**src/icm_pkg.sv**
```systemverilog
// Purpose: Shared constants for the initial channel mask register pair
// Assumes: Avalon-MM byte addressing, one aligned 32-bit word per register
// Notes: Trigger indexes select bits of the synchronised reset-event vector
package icm_pkg;
  localparam int ICM_ADDR_W = 8;
  localparam int ICM_DATA_W = 32;
  localparam int ICM_BE_W = ICM_DATA_W / 8;
  localparam logic [ICM_ADDR_W-1:0] ICM_OFS_UPPER = 8'hb4;
  localparam logic [ICM_ADDR_W-1:0] ICM_OFS_LOWER = 8'hb8;
  localparam logic [ICM_DATA_W-1:0] ICM_MASK_RESET = 32'hffffffff;
  localparam logic [ICM_DATA_W-1:0] ICM_READ_ZERO = 32'h00000000;
  localparam int ICM_NUM_TRIG = 3;
  localparam int ICM_TRIG_GLOBAL = 0;
  localparam int ICM_TRIG_HOST = 1;
  localparam int ICM_TRIG_SERIAL = 2;
endpackage

```
**src/icm_top.sv**
```systemverilog
// Purpose: Initial isochronous channel mask pair with CSR image load logic
// Assumes: soft_reset comes from logic on core_clk; bus-reset events are pins
// Notes: Each Avalon access is answered one cycle after it is presented
//
// Our own choice: the Avalon-MM register port.
`timescale 1ns/10ps
`default_nettype none
module icm_top
  import icm_pkg::*;
(
  input wire logic core_clk,
  input wire logic rst,
  input wire logic soft_reset,
  input wire logic global_hardware_reset,
  input wire logic host_bus_reset,
  input wire logic serial_bus_reset,
  input wire logic [ICM_ADDR_W-1:0] avs_address,
  input wire logic avs_read,
  input wire logic avs_write,
  input wire logic [ICM_DATA_W-1:0] avs_writedata,
  input wire logic [ICM_BE_W-1:0] avs_byteenable,
  output logic [ICM_DATA_W-1:0] avs_readdata,
  output logic avs_waitrequest,
  output logic [ICM_DATA_W-1:0] csr_channels_hi,
  output logic [ICM_DATA_W-1:0] csr_channels_lo,
  output logic csr_load_done
);
  // ---------------------------------------------------------------
  // Reset-event synchronisers
  // ---------------------------------------------------------------
  logic [ICM_NUM_TRIG-1:0] trig_raw;
  logic [ICM_NUM_TRIG-1:0] trig_rise;
  logic load_event;

  assign trig_raw[ICM_TRIG_GLOBAL] = global_hardware_reset;
  assign trig_raw[ICM_TRIG_HOST] = host_bus_reset;
  assign trig_raw[ICM_TRIG_SERIAL] = serial_bus_reset;

  icm_trig_sync #(
    .WIDTH(ICM_NUM_TRIG)
  ) u_trig_sync (
    .core_clk(core_clk),
    .rst(rst),
    .async_in(trig_raw),
    .level_out(),
    .rise_pulse(trig_rise)
  );

  assign load_event = |trig_rise;

  // ---------------------------------------------------------------
  // Bus slave
  // ---------------------------------------------------------------
  function automatic logic [ICM_DATA_W-1:0] merge_bytes(
    input logic [ICM_DATA_W-1:0] old_val,
    input logic [ICM_DATA_W-1:0] new_val,
    input logic [ICM_BE_W-1:0] be
  );
    logic [ICM_DATA_W-1:0] res;
    res = old_val;
    for (int i = 0; i < ICM_BE_W; i++)
    begin
      if (be[i])
      begin
        res[i*8 +: 8] = new_val[i*8 +: 8];
      end
    end
    return res;
  endfunction

  logic [ICM_DATA_W-1:0] init_upper;
  logic [ICM_DATA_W-1:0] init_lower;
  logic [ICM_DATA_W-1:0] next_init_upper;
  logic [ICM_DATA_W-1:0] next_init_lower;
  logic [ICM_DATA_W-1:0] next_avs_readdata;
  logic next_avs_waitrequest;
  logic write_take;
  logic sel_upper;
  logic sel_lower;

  assign sel_upper = (avs_address == ICM_OFS_UPPER);
  assign sel_lower = (avs_address == ICM_OFS_LOWER);
  // Access completes at the edge where waitrequest is seen low
  assign write_take = avs_write && !avs_waitrequest;

  always_comb
  begin
    next_avs_waitrequest = 1'b1;
    next_avs_readdata = avs_readdata;
    if ((avs_read || avs_write) && avs_waitrequest)
    begin
      next_avs_waitrequest = 1'b0;
      if (sel_upper)
      begin
        next_avs_readdata = init_upper;
      end
      else if (sel_lower)
      begin
        next_avs_readdata = init_lower;
      end
      else
      begin
        next_avs_readdata = ICM_READ_ZERO;
      end
    end
  end

  always_comb
  begin
    next_init_upper = init_upper;
    next_init_lower = init_lower;
    if (soft_reset)
    begin
      next_init_upper = ICM_MASK_RESET;
      next_init_lower = ICM_MASK_RESET;
    end
    else if (write_take)
    begin
      if (sel_upper)
      begin
        next_init_upper = merge_bytes(init_upper, avs_writedata, avs_byteenable);
      end
      if (sel_lower)
      begin
        next_init_lower = merge_bytes(init_lower, avs_writedata, avs_byteenable);
      end
    end
  end

  always_ff @(posedge core_clk or posedge rst)
  begin
    if (rst)
    begin
      init_upper <= ICM_MASK_RESET;
      init_lower <= ICM_MASK_RESET;
      avs_readdata <= ICM_READ_ZERO;
      avs_waitrequest <= 1'b1;
    end
    else
    begin
      init_upper <= next_init_upper;
      init_lower <= next_init_lower;
      avs_readdata <= next_avs_readdata;
      avs_waitrequest <= next_avs_waitrequest;
    end
  end

  // ---------------------------------------------------------------
  // CSR image load
  // ---------------------------------------------------------------
  logic [ICM_DATA_W-1:0] next_csr_hi;
  logic [ICM_DATA_W-1:0] next_csr_lo;
  logic next_csr_load_done;

  always_comb
  begin
    next_csr_hi = csr_channels_hi;
    next_csr_lo = csr_channels_lo;
    next_csr_load_done = 1'b0;
    if (soft_reset)
    begin
      next_csr_hi = ICM_MASK_RESET;
      next_csr_lo = ICM_MASK_RESET;
      next_csr_load_done = 1'b1;
    end
    // copy stored masks; writes alone never load
    else if (load_event)
    begin
      next_csr_hi = init_upper;
      next_csr_lo = init_lower;
      next_csr_load_done = 1'b1;
    end
  end

  always_ff @(posedge core_clk or posedge rst)
  begin
    if (rst)
    begin
      csr_channels_hi <= ICM_MASK_RESET;
      csr_channels_lo <= ICM_MASK_RESET;
      csr_load_done <= 1'b0;
    end
    else
    begin
      csr_channels_hi <= next_csr_hi;
      csr_channels_lo <= next_csr_lo;
      csr_load_done <= next_csr_load_done;
    end
  end

  // ---------------------------------------------------------------
  // Assertions
  // ---------------------------------------------------------------
  property p_copy_upper;
    @(posedge core_clk) disable iff (rst)
    (load_event && !soft_reset) |=> (csr_channels_hi == $past(init_upper)) && csr_load_done;
  endproperty
  a_copy_upper: assert property (p_copy_upper) else $error("upper CSR copy wrong");

  property p_copy_lower;
    @(posedge core_clk) disable iff (rst)
    (load_event && !soft_reset) |=> (csr_channels_lo == $past(init_lower));
  endproperty
  a_copy_lower: assert property (p_copy_lower) else $error("lower CSR copy wrong");

  property p_soft_ones;
    @(posedge core_clk) disable iff (rst)
    soft_reset |=> (init_upper == ICM_MASK_RESET) && (init_lower == ICM_MASK_RESET);
  endproperty
  a_soft_ones: assert property (p_soft_ones) else $error("mask not all ones");

  property p_serial_keeps;
    @(posedge core_clk) disable iff (rst)
    (trig_rise[ICM_TRIG_SERIAL] && !soft_reset && !write_take)
      |=> $stable(init_upper) && $stable(init_lower);
  endproperty
  a_serial_keeps: assert property (p_serial_keeps) else $error("bus reset changed mask");

  property p_soft_csr_hi;
    @(posedge core_clk) disable iff (rst)
    soft_reset |=> (csr_channels_hi == init_upper) && (csr_channels_hi == ICM_MASK_RESET);
  endproperty
  a_soft_csr_hi: assert property (p_soft_csr_hi) else $error("upper CSR not loaded");

  property p_soft_csr_lo;
    @(posedge core_clk) disable iff (rst)
    soft_reset |=> (csr_channels_lo == init_lower) && (csr_channels_lo == ICM_MASK_RESET);
  endproperty
  a_soft_csr_lo: assert property (p_soft_csr_lo) else $error("lower CSR not loaded");

  property p_write_no_load;
    @(posedge core_clk) disable iff (rst)
    (write_take && !load_event && !soft_reset)
      |=> $stable(csr_channels_hi) && $stable(csr_channels_lo) && !csr_load_done;
  endproperty
  a_write_no_load: assert property (p_write_no_load) else $error("write touched CSR");

  property p_wait_one;
    @(posedge core_clk) disable iff (rst)
    (avs_read || avs_write) && avs_waitrequest |=> !avs_waitrequest ##1 avs_waitrequest;
  endproperty
  a_wait_one: assert property (p_wait_one) else $error("waitrequest timing wrong");
endmodule
`default_nettype wire

```
**src/icm_trig_sync.sv**
```systemverilog
// Purpose: Two-flop synchroniser with rising-edge pulse for reset events
// Assumes: Inputs are asynchronous levels from pins
// Notes: First stage feeds only the second stage
`timescale 1ns/10ps
`default_nettype none
module icm_trig_sync #(
  parameter int WIDTH = 3
) (
  input wire logic core_clk,
  input wire logic rst,
  input wire logic [WIDTH-1:0] async_in,
  output logic [WIDTH-1:0] level_out,
  output logic [WIDTH-1:0] rise_pulse
);
  logic [WIDTH-1:0] stage1;
  logic [WIDTH-1:0] stage2;
  logic [WIDTH-1:0] stage3;

  always_ff @(posedge core_clk or posedge rst)
  begin
    if (rst)
    begin
      stage1 <= '0;
      stage2 <= '0;
      stage3 <= '0;
    end
    else
    begin
      stage1 <= async_in;
      stage2 <= stage1;
      stage3 <= stage2;
    end
  end

  // An event held through rst still yields one pulse after release
  assign rise_pulse = stage2 & ~stage3;
  assign level_out = stage2;
endmodule
`default_nettype wire

```
**config.mk**
```make
export PLATFORM = sky130hd
export DESIGN_NAME = icm_top
export DESIGN_NICKNAME = d
export VERILOG_FILES = /design/src/icm_pkg.sv /design/src/icm_top.sv /design/src/icm_trig_sync.sv
export SDC_FILE = /design/constraint.sdc
export NUM_CORES = 1
export LEC_CHECK = 0
export BUFFER_PORTS_ARGS = -buffer_cell sky130_fd_sc_hd__buf_2
export CAP_MARGIN = 10
export CORE_MARGIN = 2
export CORE_UTILIZATION = 55
export CTS_CLUSTER_DIAMETER = 100
export DETAILED_ROUTE_END_ITERATION = 6
export PLACE_DENSITY = 0.86
export SLEW_MARGIN = 0
export SYNTH_ARGS = -nofsm -noshare
export SYNTH_HDL_FRONTEND = slang
export SYNTH_SLANG_ARGS = --single-unit
```
**constraint.sdc**
```tcl
create_clock -name core_clk -period 6.36 [get_ports core_clk]
set_clock_uncertainty 0.1 [all_clocks]
set_input_delay 0.318 -clock core_clk [delete_from_list [all_inputs] [get_ports core_clk]]
set_output_delay 0.318 -clock core_clk [all_outputs]
set_load 0.005 [all_outputs]
```
# ---- Word-level counts from Yosys, hierarchy flattened
# Cells that the tools add are included.
dict set report word_totals {
  out_inout_bits 98
  reg_bits 171
  in_bits 52
  word_cells 60
}
dict set report classes {
  eq_ne 2
  n_mux 19
  reduce_logical 21
  n_bitwise 2
}
# op n
set ops {}
lappend ops {{two-way mux 32 bit} 12}
lappend ops {{two-way mux 8 bit} 4}
lappend ops {{AND reduction 3 bit} 8}
lappend ops {{== test 8 bit, second input constant} 2}
lappend ops {{nonzero test 2 bit} 8}
lappend ops {{bitwise AND 3 bit} 1}
lappend ops {{two-way mux 1 bit} 3}
lappend ops {{inverter 3 bit} 1}
lappend ops {{OR reduction 3 bit} 1}
lappend ops {{logical AND 1 bit} 2}
lappend ops {{logical NOT 1 bit} 1}
lappend ops {{logical OR 1 bit} 1}

# ---- Longest topological paths before layout
dict set report logic_depth {
  depth_word 5
  mapped_depth 6
  mapped_depth_nobuf 3
}

# ---- By module
# Synthesis repeated with hierarchy kept, for this count alone.
dict set report unflattened {
  hier_cells 624
  hier_area_um2 7068.0
}
# mod n_inst cells_per_inst seq_area_each_um2 area_each_um2
set modules_own_cells {}
lappend modules_own_cells {icm_top 1 611 4215.3 6797.8}
lappend modules_own_cells {icm_trig_sync 1 13 225.2 270.3}

# ---- Worst setup path after synthesis
# Ideal clock, no wire load.
dict set report synth_timing {
  path_type {input port to flip-flop}
  startpoint {input port soft_reset}
  endpoint {register csr_channels_hi[0]}
  n_path_buf 4
  t_arrival_ns 1.487
  cell_stages 6
  setup_time_ns 0.075
  t_required_ns 6.185
  slack_ns 4.698
  cell_sequence {buf_2 or4_1 clkbuf_1 buf_6 buf_6 mux2i_1}
}
dict set report synth_via {
  elab_chain_len 1
  elab_cells_between_ends 2
  cone_classes {mux (1); reduce/logical (1)}
}
# item line
set synth_rtl {}
lappend synth_rtl {{from (decl)} icm_top.sv:13} ;# input wire logic soft_reset,
lappend synth_rtl {{two-way mux 32 bit or nonzero test 2 bit (tied branches)} --}
lappend synth_rtl {{to (signal assigned)} icm_top.sv:185} ;# csr_channels_hi <= next_csr_hi;
lappend synth_rtl {{to (decl)} icm_top.sv:24} ;# output logic [ICM_DATA_W-1:0] csr_channels_hi,
# Parallel ways exist; a longest one is shown, timed or not.
# A chain may end at the register's enable or synchronous reset.

# ---- Final worst setup path
dict set report layout_timing {
  startpoint {input port avs_address[6]}
  endpoint {register avs_readdata[30]}
}
dict set report layout_via {
  elab_chain_len 3
  elab_cells_between_ends 4
  cone_classes {eq/ne (2); mux (2)}
}
# item line
set layout_rtl {}
lappend layout_rtl {{from (decl)} icm_top.sv:17} ;# input wire logic [ICM_ADDR_W-1:0] avs_address,
lappend layout_rtl {{== test 8 bit} icm_top.sv:82} ;# assign sel_lower = (avs_address == ICM_OFS_LOWER);
lappend layout_rtl {{two-way mux 32 bit} icm_top.sv:97} ;# else if (sel_lower)
lappend layout_rtl {{two-way mux 32 bit *} icm_top.sv:93} ;# if (sel_upper)
lappend layout_rtl {{to (signal assigned)} icm_top.sv:143} ;# avs_readdata <= next_avs_readdata;
lappend layout_rtl {{to (decl)} icm_top.sv:22} ;# output logic [ICM_DATA_W-1:0] avs_readdata,
# Mark *: on every way between the ends. The rest lies on a longest branch, timed or not.

==> flow_summary.toml <==
[drt]
ant_nets = 0
vias = 5074
routed_via_density = 5.40
drt_first_pass_iters = 5
drc = 0
wire_per_inst_um = 17.2
routed_wl_um = 16200
dr.first_iter.drc_count = 332

[global_route]
grt_max_degree = 112
grt_use_total = 0.237
grt_pass1_vias = 5308
grt_pass1_wl_um = 26400
grt_antenna_before_repair = 1
use_met1 = 0.295
grtUsageMet2 = 0.400
global_route.peak_usage_layer = "met2"
overflow = 0
met3_usage = 0.0480

[layout]
layout-drive-gt1-share = 0.427
final_cells = 940
nNetsFinal = 802
postLayoutCellArea_sq_um = 8870
syn2layout_area_growth_pct = 19.6

[synthesis]
ys_async_sr_fraction = 1.00
yosys_warnings = 0
yosys.area.top_type = "dfstp_2"
synth_most_common_cell = "dfstp_2"
syn_area_per_cell_sq_um = 12.0
synth_flop_cell = "dfstp_2"
ys_ff_latch = 171
netlist_area_sq_um = 7410
synthTopCellsByCount = "129 x dfstp_2, 128 x mux2i_1, 97 x nor2_1"
synthTopCellsByArea = "dfstp_2 46%, mux2i_1 17%, dfrtp_1 14%"
synth_edf_count = 0
synth_nets = 668
syn_inst = 616
netlist.area_leader.share = 0.457
yosysSeqAreaShare = 0.599
synth.distinct_cells = 18

[cts]
htreeDepth = 4
cts.reportedPaths.clkPinSlew_ns = 0.06
cts.sinks = 171
cts_buffers = 17
clk_latency_ns = 0.42
ctsResizeCount = 0
cts-root-buf = "clkbuf_16"
cts_tree = "yes"
cts_buffer_depth = 2

[worst_setup_path]
worstSetupEndpointType = "register"
crit_type = "primary input to register"
cp_num_buf_inv = 1
cp.arrival_ns = 2.66
slowest_stage = "nand2_1"
critPathMaxFanout = 32
startpoint_type = "primary input"
r2r_end = "csr_channels_lo[17]$_DFFE_PP1P_"
ff2ff_path_depth = 3
path_delay_family = "simple AND/OR/NAND/NOR gates"
cp_data_required_time_ns = 6.56
rrSetupSlack_ns = 4.31
max_stage_delay_ns = 0.90
r2r_start = "u_trig_sync.level_out[2]$_DFF_PP0_"
critical_path.cell_chain = "buf_2 > and4b_1 > nand2_1 > o31ai_1"

[sta]
finalSetupTns_ns = 0
setup_viol = 0
worst_pin_slew_ns = 1.17
period_share = 0.386
clock.fmax_ghz = 0.407
rsz0062_at_grt = "false"
max_slew_margin = 0.219
whs_ns = 0.0266
maxSlewViolCount = 0
finalHoldViolations = 0
min_period_ns = 2.46

[power_and_ir_drop]
p_per_area_nw_per_um2 = 256
ir_drop_v = 0.000138
leakagePower_nw = 4.97
total_power_mw = 2.27

[outcome]
status = "completed"

[floorplanning]
start_util = 0.562
core_sq_um = 13200
die-area_sq_um = 14400
chipWidth_um = 120
ios = 150
die_height_um = 120
rows = 42

[placed_design]
port_buffers = 149
dp_hpwl_um = 10500
place_area_sq_um = 8230
place_congestion = 0.788
post-place-cells = 904

[run]
max-cap-violations = 0

[hold_path]
hold_path.class = "primary input to async pin"
-- report_power, final --
| part | total (mW) | leakage (nW) | internal, mW | switching [mW] |
|---|---|---|---|---|
| logic | 0.137 | 2.75 | 0.0439 | 0.0936 |
| clock network | 1.03 | 0.303 | 0.638 | 0.393 |
| registers | 1.10 | 1.92 | 1.10 | 0.00353 |
-- registers in the layout, summed over array words and instances, names as in the netlist --
| register | cells |
|---|---|
| init_lower | 32 |
| u_trig_sync.level_out | 3 |
| u_trig_sync.stage1 | 3 |
| u_trig_sync.stage3 | 3 |
| init_upper | 32 |
| avs_readdata | 32 |
| csr_load_done | 1 |
| csr_channels_lo | 32 |
| csr_channels_hi | 32 |
| avs_waitrequest | 1 |
-- cell type report --
cell class	instances	area, sq um
Antenna cell	1	2.50
Clock buffer	25	515
Clock inverter	7	85.1
Fill cell	997	4320
Inverter	65	249
Multi-Input combinational cell	341	2560
Sequential cell	171	4440
Tap cell	176	220
Timing Repair Buffer	154	793
-- timing repair --
action | 4_1_cts | 5_1_grt
buffers inserted | 0 | 0
hold endpoints to repair | 3 | 0
hold buffers | 3 | 0
-- cell families (layout without fill, tap and decap cells) --
group,after synthesis,count (layout),share of synthesized area
multiplexers,128,128,0.173
buffers and inverters,104,251,0.0598
flip-flops,171,171,0.599
other,0,1,0
AO/OA/AOI/OAI,65,65,0.0655
AND/OR/NAND/NOR,148,148,0.103
-- per-stage QoR --
step / utilization / setup WS [ns]
4_1_cts: 0.672 / 3.90
5_1_grt: 0.672 / 3.79
6_report: 0.672 / 3.90
3_3_place_gp: 0.624 / 3.64
3_5_place_dp: 0.624 / 3.48
2_1_floorplan: - / 1.52
-- layout by cell type (no fill, tap or decap), types with 3 or more instances in the layout --
cell / n
nor2_1: 97
dfrtp_1: 42
nor2b_1: 3
dlygate4sd3_1: 3
a22oi_1: 32
nand2_1: 33
clkinv_2: 5
nand4_4: 8
inv_1: 64
dfstp_2: 129
buf_2: 148
mux2i_1: 128
buf_4: 3
o31ai_1: 32
clkbuf_8: 6
clkbuf_16: 17
-- worst max path at each step --
stage | start | endpoint | slack (ns) | cells past startpoint
after CTS | avs_address[6] | avs_readdata[30]$_DFFE_PP0P_ | 3.90 | 4
after detailed placement | avs_address[6] | avs_readdata[13]$_DFFE_PP0P_ | 3.48 | 4
after global routing | avs_address[6] | avs_readdata[22]$_DFFE_PP0P_ | 3.79 | 4
after floorplan | rst | avs_readdata[0]$_DFFE_PP0P_ | 1.52 | 1
after global placement | avs_address[6] | avs_readdata[24]$_DFFE_PP0P_ | 3.64 | 4
final | avs_address[6] | avs_readdata[30]$_DFFE_PP0P_ | 3.90 | 4
-- per-layer routing --
layer	up-vias	share of wire
li1	2334	-
met1	2525	0.41
met2	181	0.50
met3	34	0.059
met4	0	0.026
met5	-	0
Note: power is estimated with default switching activity, not from simulation.
